**src/design/welc_pkg.sv**
```systemverilog
// Package for the wakeup and event line controller: register map, widths, types.
// Assumes a single 100 MHz clock domain and a plain one-cycle register port.
package welc_pkg;

  // ***************************************************************
  // Widths
  // ***************************************************************
  localparam int unsigned ADDR_W = 8;
  localparam int unsigned DATA_W = 32;
  localparam int unsigned NUM_LINES = 32;
  localparam int unsigned NUM_CFG = 30;
  localparam int unsigned NUM_GPIO = 24;

  // ***************************************************************
  // Register offsets (byte addresses)
  // ***************************************************************
  localparam logic [7:0] OFS_RISE_TRIG = 8'h00;
  localparam logic [7:0] OFS_FALL_TRIG = 8'h04;
  localparam logic [7:0] OFS_SW_TRIG = 8'h08;
  localparam logic [7:0] OFS_RISE_PEND = 8'h0c;
  localparam logic [7:0] OFS_FALL_PEND = 8'h10;
  localparam logic [7:0] OFS_INT_MASK = 8'h14;
  localparam logic [7:0] OFS_EVT_MASK = 8'h18;

  // ***************************************************************
  // Reset values
  // ***************************************************************
  localparam logic [29:0] RST_TRIG = 30'h0;
  localparam logic [29:0] RST_PEND = 30'h0;
  localparam logic [31:0] RST_MASK = 32'h0;
  localparam logic [31:0] RST_RDATA = 32'h0;

  // ***************************************************************
  // Line positions
  // ***************************************************************
  localparam int unsigned LINE_LVD = 24;
  localparam int unsigned LINE_RTC_ALARM = 30;
  localparam int unsigned LINE_RTC_WUT = 31;

  // ***************************************************************
  // Carriers
  // ***************************************************************
  typedef struct packed {
    logic [7:0] addr;
    logic [31:0] wdata;
    logic wr;
    logic rd;
  } welc_bus_req_t;

  typedef struct packed {
    logic rtc_wakeup_timer;
    logic rtc_alarm;
    logic over_temperature;
    logic charge_end;
    logic charge_ok;
    logic comparator_one;
    logic comparator_zero;
    logic low_voltage_detector;
    logic [23:0] gpio;
  } welc_src_t;

endpackage

```
**src/design/welc_edge_detect.sv**
```systemverilog
// Two-stage synchroniser and edge detector for every input line.
// Assumes inputs may be asynchronous; edges come out as one-cycle pulses.
`timescale 1ns/1ns
module welc_edge_detect
(
  input wire logic clk,
  input wire logic rst,
  input wire logic [31:0] line_in,
  output logic [31:0] rise_pulse,
  output logic [31:0] fall_pulse
);

  logic [31:0] sync_a;
  logic [31:0] sync_b;
  logic [31:0] last;

  // ***************************************************************
  // Synchroniser and history
  // ***************************************************************
  // First stage feeds only the second stage, to keep metastability contained
  always_ff @(posedge clk or posedge rst)
  begin
    if (rst)
    begin
      sync_a <= 32'h0;
      sync_b <= 32'h0;
      last <= 32'h0;
    end
    else
    begin
      sync_a <= line_in;
      sync_b <= sync_a;
      last <= sync_b;
    end
  end

  assign rise_pulse = sync_b & ~last;
  assign fall_pulse = ~sync_b & last;

endmodule

```
**src/design/welc_top.sv**
```systemverilog
// Wakeup and event line controller: 30 configurable lines, 2 direct lines.
// Assumes a plain register port whose read data is expected one cycle later.
// Notes on behaviour
// - Enabled line event raises a wakeup request.
// - Every wakeup request can end stop mode.
// - Interrupts and events also work in run.
// - Any enabled line, either kind, wakes system.
// - Configurable lines: rising/falling enables, software trigger.
// - Separate rising and falling pending flags.
// - Per-line interrupt and event mask bits.
// - Direct lines trigger on rising edge only.
// - Direct lines have no pending flag here.
// - No software trigger for direct lines.
// - Direct masks gate wakeup and event only.
// - Pending flag holds until software clears it.
// - Configurable interrupts go to cpu_interrupt_controller.
// - One CPU event output to receive-event input.
// - Wakeup outputs go to power_management_unit.
// - Lines 0 to 23 come from GPIO pins.
// - Lines 24-29: detector, comparators, charge, temperature.
// - Line 30 RTC alarm, 31 RTC wakeup timer.
// - Software trigger sets rising pending, ignores enables.
// - Pending set only when interrupt unmasked.
// - All enabled events ORed into one output.
// - Rising and falling enables reset disabled.
`timescale 1ns/1ns
module welc_top
(
  input wire logic clk,
  input wire logic rst,
  input wire welc_pkg::welc_bus_req_t bus_req,
  output logic [31:0] rdata,
  input wire welc_pkg::welc_src_t src,
  output logic [29:0] irq,
  output logic cpu_event,
  output logic [31:0] wakeup_req
);

  logic [29:0] rise_trig;
  logic [29:0] fall_trig;
  logic [29:0] rise_pend;
  logic [29:0] fall_pend;
  logic [31:0] int_mask;
  logic [31:0] evt_mask;
  logic [31:0] line_in;
  logic [31:0] rise_pulse;
  logic [31:0] fall_pulse;
  logic [29:0] sw_pulse;
  logic [29:0] cfg_hit;
  logic [29:0] rise_set;
  logic [29:0] fall_set;
  logic [31:0] line_event;
  logic [31:0] next_wakeup;
  logic [31:0] next_rdata;
  logic wr_rise_pend;
  logic wr_fall_pend;

  // ***************************************************************
  // Line sources
  // ***************************************************************
  assign line_in = {src.rtc_wakeup_timer, src.rtc_alarm,
                    src.over_temperature, src.charge_end, src.charge_ok,
                    src.comparator_one, src.comparator_zero,
                    src.low_voltage_detector,
                    src.gpio};

  welc_edge_detect u_edge
  (
    .clk(clk),
    .rst(rst),
    .line_in(line_in),
    .rise_pulse(rise_pulse),
    .fall_pulse(fall_pulse)
  );

  // ***************************************************************
  // Configuration registers
  // ***************************************************************
  always_ff @(posedge clk or posedge rst)
  begin
    if (rst)
    begin
      rise_trig <= welc_pkg::RST_TRIG;
      fall_trig <= welc_pkg::RST_TRIG;
    end
    else if (bus_req.wr)
    begin
      if (bus_req.addr == welc_pkg::OFS_RISE_TRIG)
        rise_trig <= bus_req.wdata[29:0];
      if (bus_req.addr == welc_pkg::OFS_FALL_TRIG)
        fall_trig <= bus_req.wdata[29:0];
    end
  end

  always_ff @(posedge clk or posedge rst)
  begin
    if (rst)
    begin
      int_mask <= welc_pkg::RST_MASK;
      evt_mask <= welc_pkg::RST_MASK;
    end
    else if (bus_req.wr)
    begin
      if (bus_req.addr == welc_pkg::OFS_INT_MASK)
        int_mask <= bus_req.wdata;
      if (bus_req.addr == welc_pkg::OFS_EVT_MASK)
        evt_mask <= bus_req.wdata;
    end
  end

  // Software trigger is a write-only pulse; only configurable bits exist
  assign sw_pulse = (bus_req.wr && bus_req.addr == welc_pkg::OFS_SW_TRIG) ?
                    bus_req.wdata[29:0] : 30'h0;

  // ***************************************************************
  // Edge qualification
  // ***************************************************************
  assign rise_set = (rise_pulse[29:0] & rise_trig) | sw_pulse;
  assign fall_set = fall_pulse[29:0] & fall_trig;
  assign cfg_hit = rise_set | fall_set;
  // Direct lines use only the synchronised rising edge
  assign line_event = {rise_pulse[31:30], cfg_hit};

  assign wr_rise_pend = bus_req.wr && bus_req.addr == welc_pkg::OFS_RISE_PEND;
  assign wr_fall_pend = bus_req.wr && bus_req.addr == welc_pkg::OFS_FALL_PEND;

  // ***************************************************************
  // Pending flags, configurable lines only
  // ***************************************************************
  // Write one to clear; a new edge in the same cycle wins over the clear
  genvar gi;
  generate
    for (gi = 0; gi < 30; gi++)
    begin : g_pend
      always_ff @(posedge clk or posedge rst)
      begin
        if (rst)
        begin
          rise_pend[gi] <= 1'b0;
          fall_pend[gi] <= 1'b0;
        end
        else
        begin
          if (rise_set[gi] && int_mask[gi])
            rise_pend[gi] <= 1'b1;
          else if (wr_rise_pend && bus_req.wdata[gi])
            rise_pend[gi] <= 1'b0;
          if (fall_set[gi] && int_mask[gi])
            fall_pend[gi] <= 1'b1;
          else if (wr_fall_pend && bus_req.wdata[gi])
            fall_pend[gi] <= 1'b0;
        end
      end
    end
  endgenerate

  // ***************************************************************
  // Outputs to interrupt controller, CPU and power management
  // ***************************************************************
  // Direct lines get no request here; their peripheral interrupts the CPU
  always_ff @(posedge clk or posedge rst)
  begin
    if (rst)
      irq <= 30'h0;
    else
      irq <= (rise_pend | fall_pend) & int_mask[29:0];
  end

  always_ff @(posedge clk or posedge rst)
  begin
    if (rst)
      cpu_event <= 1'b0;
    else
      cpu_event <= |(line_event & evt_mask);
  end

  // Configurable wakeups hold with the interrupt; event-only ones are pulses
  assign next_wakeup = {line_event[31:30] & (int_mask[31:30] | evt_mask[31:30]),
                        ((rise_pend | fall_pend) & int_mask[29:0]) |
                        (cfg_hit & (int_mask[29:0] | evt_mask[29:0]))};

  always_ff @(posedge clk or posedge rst)
  begin
    if (rst)
      wakeup_req <= 32'h0;
    else
      wakeup_req <= next_wakeup;
  end

  // ***************************************************************
  // Read port
  // ***************************************************************
  always_comb
  begin
    next_rdata = 32'h0;
    case (bus_req.addr)
      welc_pkg::OFS_RISE_TRIG: next_rdata = {2'h0, rise_trig};
      welc_pkg::OFS_FALL_TRIG: next_rdata = {2'h0, fall_trig};
      welc_pkg::OFS_RISE_PEND: next_rdata = {2'h0, rise_pend};
      welc_pkg::OFS_FALL_PEND: next_rdata = {2'h0, fall_pend};
      welc_pkg::OFS_INT_MASK: next_rdata = int_mask;
      welc_pkg::OFS_EVT_MASK: next_rdata = evt_mask;
      default: next_rdata = 32'h0;
    endcase
  end

  // Read data stands one cycle only, zero otherwise
  always_ff @(posedge clk or posedge rst)
  begin
    if (rst)
      rdata <= welc_pkg::RST_RDATA;
    else if (bus_req.rd)
      rdata <= next_rdata;
    else
      rdata <= 32'h0;
  end

endmodule

```
**config.mk**
```make
export PLATFORM = sky130hd
export DESIGN_NAME = welc_top
export DESIGN_NICKNAME = d
export VERILOG_FILES = /design/src/design/welc_pkg.sv /design/src/design/welc_edge_detect.sv /design/src/design/welc_top.sv
export SDC_FILE = /design/constraint.sdc
export NUM_CORES = 1
export LEC_CHECK = 0
export BUFFER_PORTS_ARGS = -buffer_cell sky130_fd_sc_hd__buf_2
export CORE_MARGIN = 2
export CORE_UTILIZATION = 48
export CTS_CLUSTER_SIZE = 16
export DETAILED_ROUTE_END_ITERATION = 8
export GPL_TIMING_DRIVEN = 1
export HOLD_SLACK_MARGIN = 0.15
export PLACE_DENSITY = 0.65
export SLEW_MARGIN = 20
export SYNTH_ARGS = -nofsm -noshare
export SYNTH_HDL_FRONTEND = slang
export SYNTH_SLANG_ARGS = --single-unit
```
**constraint.sdc**
```tcl
create_clock -name clk -period 13.4 [get_ports clk]
set_input_delay 2.01 -clock clk [delete_from_list [all_inputs] [get_ports clk]]
set_output_delay 2.01 -clock clk [all_outputs]
set_load 0.01 [all_outputs]
```
==> impl_metrics.toml, run 1 <==
[synth]
synth_compound_area_share_pct = 14.11
seq_area_frac_synth_pct = 62.51
ys_types = 47
yosys.area.top_type = "dfrtp_1"
yosys-top-cells-area = "dfrtp_1 63%, mux2_2 11%, a22o_1 3.1%"
yosysMostFrequentCell = "dfrtp_1"
synth_common_cells = "375 x dfrtp_1, 152 x mux2_2, 109 x nand2_1"
ys_ff_latch = 375
async_reset_ff_share_pct = 100.0
syn_inst = 1130
ys.flop_type = "dfrtp_1"
synth-simple-area-share_pct = 9.585
syn_area_um2 = 15010
synth.avg_cell_area_um2 = 13.28
ys_warn_count = 0
synth_top_cell_area_share_pct = 62.51
synth_adder_area_share_pct = 0
synth_top_family_by_area = "compound AO/OA/AOI/OAI gates"
synthMuxAreaShare_pct = 11.54
syn_nets = 1206
synth-edff-count = 0
yosys.area_share.xor_xnor_pct = 0

[routing]
drc = 0
firstDrtPassIters = 7
ant_nets = 0
drt_wl_total_um = 38480
vias_per_cell = 5.950
routedWlPerCell_um = 22.39
drt_iter0_markers = 1069
via_count = 10228

[floorplanning]
die_w_um = 180.8
ios = 171
chipHeight_um = 180.8
rows = 64
start_util_pct = 48.95
die_area_um2 = 32700
core_area_um2 = 30670

[sta]
relSlewSlack_pct = 24.96
finalSetupTns_ps = 0
fin_skew_ps = 9.144
worst_pin_slew_ps = 1123
setup_viol = 0
rsz0062_at_grt = "no"
clock.fmax_mhz = 233.5
hold_violations = 0
finalMaxSlewViolations = 0
fin_crit_sh_pct = 31.96
fin_crit_ps = 4283

[worst_setup_path]
r2r_slack_ps = 11280
crit_fanout = 33
critPathKind = "in2reg"
crit_required_ps = 13800
start_kind = "input port"
cp.arrival_ps = 4690
critPathCaptureType = "flop"

[status]
outcome = "complete, no violations"

[placement]
place_inst = 1647
port_buffers = 170
gp_congestion = 0.8144
dp_hpwl_um = 24240
placed_area_um2 = 16190

[global_routing]
grtUsageTotal_pct = 23.67
grt_overflow = 0
grt_pass1_vias = 10286
grt_max_degree = 173
grt_pass1_wl_um = 60430
antenna_found_initial = 2

[power_and_ir_drop]
p_total_mw = 2.438
vdd_drop_max_mv = 0.09122
power.leakage_nw = 8.730
p_per_area_nw_per_um2 = 138.9

[layout]
stdcell_count = 1719
drive_gt1_share_pct = 31.01
final_util_pct = 57.22
syn_to_final_growth_pct = 16.89
fillCellCount = 2538
fin_area_um2 = 17550
fin_nets = 1368

[cts]
post-cts-setup-buffers = 0
holdBufCountCts = 0
cts-resized-gates = 0
cts.sinks = 375
htreeDepth = 2
cts-root-buf = "clkbuf_16"
cts_tree = "built"
ctsLongestPathBuffers = 3
path_clk_slew_ps = 60
insertion_delay_ps = 530
numCtsBuffers = 39

[hold_path]
holdCritPathClass = "reg2reg"

[flow_run]
cap_violations = 0
==> cell families (layout without fill, tap and decap cells) <==
kind of cell,after synthesis,count (layout)
flops,375,375
compound gates,268,268
simple gates,262,262
mux,154,154
buf+inv,71,263
other cells,0,1
==> flip-flops by register name, indices dropped and copies added, names as in the netlist, 32 cells and up <==
register	count
evt_mask	32
int_mask	32
rdata	32
u_edge.last	32
u_edge.sync_a	32
u_edge.sync_b	32
wakeup_req	32
==> cell type report <==
cell class	instances	area [um2]	share of cell area, %
antenna	1	2.502	0.01426
clock buffer	58	1210	6.895
clock inverter	13	145.1	0.8271
inverter	11	48.80	0.2781
multi-input combinational	684	5313	30.27
sequential	375	9384	53.48
tap	396	495.5	2.824
timing repair buffer	181	949.7	5.412
==> cell usage in the layout, fill, tap and decap left out, types with 3 or more instances in the layout <==
cell and n:
a22o_1 53, dfrtp_1 375, o21a_1 20, o22ai_1 25, nand4_1 6, and3b_1 30
nand3_1 3, and4b_1 7, bufinv_16 3, clkbuf_1 5, o2bb2ai_1 14, nor2_1 38
clkbuf_8 12, nand3b_1 27, inv_1 10, buf_2 170, nand2_1 108, a21boi_0 28
a22oi_1 59, clkinv_2 8, a222oi_1 29, a221oi_1 4, a21oi_1 14, clkbuf_16 41
mux2_2 152, nand2b_1 19, a21o_1 11, o21bai_1 4, buf_4 9
==> worst max-delay path: stages <==
cell and delay [ps]:
buf_2 110, nor4b_1 480, and4b_1 270, buf_4 490, nand2_1 540, buf_4 450, mux2_2 330
==> path summary, 6_finish.rpt <==
check	from	to	cells past startpoint
max in group asynchronous	rst	evt_mask[26]	3
max	bus_req[39]	int_mask[24]	7
min	u_edge.sync_a[11]	u_edge.sync_b[11]	0
min reg2reg	u_edge.sync_a[11]	u_edge.sync_b[11]	0
max reg2reg	fall_trig[4]	cpu_event	5
min in group asynchronous	rst	irq[7]	2
==> stage by stage <==
stage                     hold WS [ps]  setup slack [ps]
final                            341.9              9117
after global placement           331.5              8686
after detailed placement         336.2              8619
after floorplan                  331.2             974.4
after CTS                        349.2              9169
after global routing             353.0              8909
==> routing by layer <==
metal	part of all wire [%]	global-route usage [%]	wire length [um]
met2	46	35.98	17620
met4	2.1	6.484	799
met3	7.3	4.394	2825
met1	45	35.04	17230
met5	0.034	0	13
==> report_power, final <==
part | total, mW | internal (mW) | switching (mW) | leakage (nW)
clock | 1.12 | 0.683 | 0.435 | 0.671
sequential | 1.21 | 1.17 | 0.0363 | 4.94
combinational | 0.110 | 0.0451 | 0.0648 | 3.12
total | 2.44 | 1.90 | 0.536 | 8.73
Note: power is estimated with default switching activity, not from simulation.
==> inputs of run 2 (changes only) <==
--- a/config.mk
+++ b/config.mk
@@ -5,6 +5,7 @@
 export SDC_FILE = /design/constraint.sdc
 export NUM_CORES = 1
 export LEC_CHECK = 0
+export ABC_AREA = 1
 export BUFFER_PORTS_ARGS = -buffer_cell sky130_fd_sc_hd__buf_2
 export CORE_MARGIN = 2
 export CORE_UTILIZATION = 48
@@ -12,7 +13,7 @@
 export DETAILED_ROUTE_END_ITERATION = 8
 export GPL_TIMING_DRIVEN = 1
 export HOLD_SLACK_MARGIN = 0.15
-export PLACE_DENSITY = 0.65
+export PLACE_DENSITY = 0.67
 export SLEW_MARGIN = 20
 export SYNTH_ARGS = -nofsm -noshare
 export SYNTH_HDL_FRONTEND = slang
==> constraint.sdc (replaced) <==
create_clock -name clk -period 3.5 [get_ports clk]
set_input_delay 0.525 -clock clk [delete_from_list [all_inputs] [get_ports clk]]
set_output_delay 0.525 -clock clk [all_outputs]
set_load 0.01 [all_outputs]
==> run 2 against run 1 <==
Effect of this change: worst hold slack lost 110 ps; area after synthesis shrank 1.7%; clock power grew to 4.1 times the previous value; first-iteration DRC count grew 16%; sequential share of layout area shrank 1.1 points; critical endpoint is now rdata[29]; largest power group unchanged.
==> impl_metrics.toml, run 2 <==
[status]
outcome = "complete, no violations"

[cts]
insertion_delay_ps = 530
path_clk_slew_ps = 60
htreeDepth = 2
cts-root-buf = "clkbuf_16"
cts_tree = "built"
ctsLongestPathBuffers = 3
cts.sinks = 375
cts-resized-gates = 0
numCtsBuffers = 41

[sta]
fin_crit_ps = 2449
setup_viol = 0
relSlewSlack_pct = 24.64
hold_violations = 0
fin_crit_sh_pct = 69.97
fin_ws_ps = 1051
rsz0062_at_grt = "no"
finalMaxSlewViolations = 0
clock.fmax_mhz = 408.4
worst_pin_slew_ps = 1123
fin_skew_ps = 12.95

[synth]
synth_common_cells = "396 x nand2_1, 375 x dfrtp_1, 232 x o21ai_0"
yosysMostFrequentCell = "nand2_1"
ys.flop_type = "dfrtp_1"
synth_top_cell_area_share_pct = 63.59
syn_nets = 1677
syn_area_um2 = 14760
synth-edff-count = 0
yosys.area.top_type = "dfrtp_1"
seq_area_frac_synth_pct = 63.59
syn_inst = 1601
ys_ff_latch = 375
async_reset_ff_share_pct = 100.0
ys_warn_count = 0
yosys-top-cells-area = "dfrtp_1 64%, nand2_1 10%, o21ai_0 7.9%"
ys_types = 22
synth.avg_cell_area_um2 = 9.217

[global_routing]
grt_overflow = 0
grtUsageTotal_pct = 25.13
grt_pass1_wl_um = 61630
grt_pass1_vias = 11333
grt_max_degree = 92
antenna_found_initial = 2

[placement]
place_inst = 2137
gp_congestion = 0.8513
place_ws_ps = 800.6
port_buffers = 170
dp_hpwl_um = 24930

[floorplanning]
chipHeight_um = 179.3
core_area_um2 = 30430
ios = 171
die_w_um = 179.3
die_area_um2 = 32160
rows = 64
start_util_pct = 48.50

[worst_setup_path]
start_kind = "input port"
crit_required_ps = 3930
cp.arrival_ps = 2880
rr_worst_depth = 10
critPathCaptureType = "flop"
crit_fanout = 22
critPathKind = "in2reg"

[power_and_ir_drop]
power.leakage_nw = 9.351
vdd_drop_max_mv = 0.3680
p_total_mw = 9.758
p_per_area_nw_per_um2 = 544.1

[layout]
mostFrequentLayoutCells = "395 x nand2_1, 375 x dfrtp_1, 232 x o21ai_0, 207 x inv_1, 170 x buf_2"
final_common_cell = "nand2_1"
syn_to_final_growth_pct = 21.53
stdcell_count = 2246
fin_nets = 1893
drive_gt1_share_pct = 15.36
final_util_pct = 58.94

[routing]
firstDrtPassIters = 6
drt_iter0_markers = 1238
drt_wl_total_um = 39440
drc = 0
ant_nets = 0
vias_per_cell = 5.278
via_count = 11854
routedWlPerCell_um = 17.56

[flow_run]
cap_violations = 0

[hold_path]
holdCritPathClass = "in2reg"
hold_depth = 3
## run 2: report_power, final
group	leakage, nW	internal, mW	total (mW)	switching (mW)
Clock	0.716	2.79	4.55	1.76
Combinational	3.91	0.188	0.544	0.356
Sequential	4.73	4.54	4.67	0.124
## run 2: area by class of cell
cell class | instances | area [um2]
clock inverters | 20 | 249.0
fillers | 2629 | 12500
flip-flops and latches | 375 | 9384
well taps | 396 | 495.5
repair buffers | 228 | 1431
clock buffers | 55 | 1201
diodes | 1 | 2.502
inverters | 212 | 799.5
multi-input cells | 959 | 4370
## run 2: path summary, 6_finish.rpt
check	slack, ps	endpoint	start
min	230	evt_mask[15]	bus_req[17]
min reg2reg	350	u_edge.sync_b[23]	u_edge.sync_a[23]
max	1050	rdata[29]	bus_req[39]
max in group asynchronous	2030	irq[9]	rst
max reg2reg	2110	cpu_event	u_edge.sync_b[20]
min in group asynchronous	600	int_mask[14]	rst
## run 2: kinds of logic (layout without fill, tap and decap cells)
logic type | Yosys count | in the layout | share of synthesized area [%]
other cells | 0 | 1 | 0
flops | 375 | 375 | 63.59
compound gates | 375 | 375 | 13.33
mux | 2 | 2 | 0.1526
simple gates | 582 | 582 | 15.93
buf+inv | 267 | 515 | 6.995
## run 2: timing repair
action | CTS | global route
hold endpoints to repair | 47 | 0
buffers inserted | 0 | 0
hold buffers | 33 | 0
## run 2: worst max-delay path, stage by stage
cell	delay (ps)
buf_2	90
nor2_1	140
nand3_1	260
nor2_1	220
clkinv_1	900
o21ai_0	470
a21oi_1	70
a41oi_1	190
## run 2: per-layer routing
layer	track usage, %	share of wire, %
met4	8.703	3.0
met2	38.15	44
met3	4.810	8.9
met5	0	0.033
met1	36.46	44
## run 2: metrics by stage
stage	hold WS, ps	setup TNS (ps)	instance area, um2
2_1_floorplan	331.2	-772910	14760
3_3_place_gp	331.6	0	16150
3_5_place_dp	334.7	0	16150
4_1_cts	217.6	0	17930
5_1_grt	237.5	0	17930
6_report	229.0	0	17930
==> inputs of run 3 (changes only) <==
==> constraint.sdc (replaced) <==
create_clock -name clk -period 2 [get_ports clk]
set_input_delay 0.3 -clock clk [delete_from_list [all_inputs] [get_ports clk]]
set_output_delay 0.3 -clock clk [all_outputs]
set_load 0.01 [all_outputs]
==> run 3 against run 2 <==
Effect of this change: worst hold slack better by 100 ps; clock power is 56% higher; global-route usage is 0.76 points higher; largest power group unchanged; sequential share of layout area down 1.1 points; final cell count is 1.9% higher; routed wire length grew 3.0%.
==> impl_metrics.toml, run 3 (synthesis gave the netlist of run 2 again) <==
[status]
outcome = "complete, no violations"

[global_routing]
grt_max_degree = 124
grt_overflow = 0
antenna_found_initial = 0
busiest_layer = "met2"
grt_pass1_vias = 11748
gr-usage-met1_pct = 35.92
grtUsageTotal_pct = 25.89
grt_pass1_wl_um = 63430
use_met3_pct = 5.992
grtUsageMet2_pct = 40.77

[sta]
hold_violations = 0
relSlewSlack_pct = 56.09
rsz0062_at_grt = "no"
fin_crit_sh_pct = 77.59
whs_ps = 333.1
setup_viol = 0
finalMaxSlewViolations = 0
clock.fmax_mhz = 644.4
fin_skew_ps = 11.02
fin_crit_ps = 1552
worst_pin_slew_ps = 658.7

[hold_path]
min_from = "bus_req[34]"
hold_path_end = "evt_mask[30]"
hold_depth = 6
holdCritPathClass = "in2reg"

[floorplanning]
die_area_um2 = 32160
die_w_um = 179.3
ios = 171
rows = 64
chipHeight_um = 179.3
core_area_um2 = 30430
start_util_pct = 48.50

[worst_setup_path]
start_kind = "input port"
cp_slowest_stage_delay_ps = 330
crit_fanout = 14
r2r_end = "cpu_event"
rr_worst_depth = 10
r2r_slack_ps = 510
critPathKind = "in2reg"
path_cells = "buf_2 -> nor2_1 -> nand3_1 -> nor2_4 -> buf_4 -> nand2_1 -> nand3_1 -> nand2_1 -> nand2_1 -> nor2_1 -> nand2_1 -> nor2_1 -> nand2_1"
crit_top_cell = "nand2_1"
cp.arrival_ps = 2020
cp_slowest_cell = "nand3_1"
reg2reg_from = "u_edge.sync_b[8]"
crit_required_ps = 2460
critPathCaptureType = "flop"

[cts]
insertion_delay_ps = 520
cts-resized-gates = 0
numCtsBuffers = 39
cts.sinks = 375
cts_tree = "built"
path_clk_slew_ps = 70
cts-root-buf = "clkbuf_16"
ctsLongestPathBuffers = 3
htreeDepth = 2

[power_and_ir_drop]
pwr-share-comb_pct = 6.3
intPower_mw = 12.53
p_clk_share_pct = 43.5
pwr-share-seq_pct = 50.2
sw_frac_of_total_pct = 22.98
p_total_mw = 16.27
switchingPower_mw = 3.739
p_per_area_nw_per_um2 = 888.4
vdd_drop_max_mv = 0.7022
power.leakage_nw = 9.503

[routing]
vias_per_cell = 5.294
drc = 0
ant_nets = 0
drt_wl_total_um = 40620
via_count = 12119
firstDrtPassIters = 7
routedWlPerCell_um = 17.75
drt_iter0_markers = 1354

[flow_run]
cap_violations = 0

[layout]
syn_to_final_growth_pct = 24.10
drive_gt1_share_pct = 15.11
mostFrequentLayoutCells = "395 x nand2_1, 375 x dfrtp_1, 232 x o21ai_0, 208 x inv_1, 170 x buf_2"
fin_nets = 1941
antenna_cells = 0
final_common_cell = "nand2_1"

[placement]
gp_congestion = 0.8784
port_buffers = 170
dp_hpwl_um = 26150
## run 3: cell count changes in the layout (fill, tap and decap cells not counted), sizes merged
cell         delta
buf            +17
diode           -1
clkinv          -6
dlygate4sd3    +33
clkbuf          +4
bufinv          -3
inv             -1
## run 3: through the flow
stage	utilization (%)	TNS [ps]	area, um2	setup slack, ps	std cells
after floorplan	-	-1251030	14760	-3336	1601
after global placement	53.91	-40.38	16400	-40.38	2154
after detailed placement	53.91	-79.00	16400	-71.39	2154
after CTS	60.18	0	18310	476.4	2289
after global routing	60.18	0	18310	326.6	2289
final	60.18	0	18310	448.2	2289
## run 3: cell type report
cell class                      instances  area (um2)
Fill cell                            2605       12120
Clock inverter                         10       105.1
Inverter                              212       799.5
Clock buffer                           59        1144
Timing Repair Buffer                  278        2014
Sequential cell                       375        9384
Multi-Input combinational cell        959        4370
Tap cell                              396       495.5
## run 3: power groups by stage
| stage | clock (mW) | combinational (mW) | sequential [mW] |
|---|---|---|---|
| floorplan | 0 | 0.488 | 8.28 |
| global placement | 0 | 0.917 | 8.28 |
| detailed placement | 0 | 0.936 | 8.29 |
| CTS | 7.22 | 1.04 | 8.16 |
| global route | 7.54 | 1.17 | 8.20 |
| finish | 7.08 | 1.03 | 8.16 |
## run 3: repair_timing
action | CTS | global route
buffers inserted | 0 | 0
hold buffers | 66 | 0
hold endpoints to repair | 315 | 0
## run 3: worst max-delay path by stage
| stage | start | depth (start not counted) | to |
|---|---|---|---|
| after floorplan | rst | 1 | cpu_event |
| after global placement | bus_req[38] | 13 | cpu_event |
| after detailed placement | bus_req[39] | 13 | cpu_event |
| after CTS | bus_req[39] | 13 | cpu_event |
| after global routing | bus_req[39] | 13 | cpu_event |
| final | bus_req[39] | 13 | cpu_event |
## run 3: critical path: cells and delay by family
family	cells	cell delay, ps
buf+inv	2	380
simple gates	11	1340
## run 3: routing by layer
layer	routed length (um)	part of all wire, %	up-vias
met1	17270	43	5768
met5	0	0	-
li1	-	-	5676
met4	1073	2.6	0
met3	3864	9.5	84
met2	18420	45	591
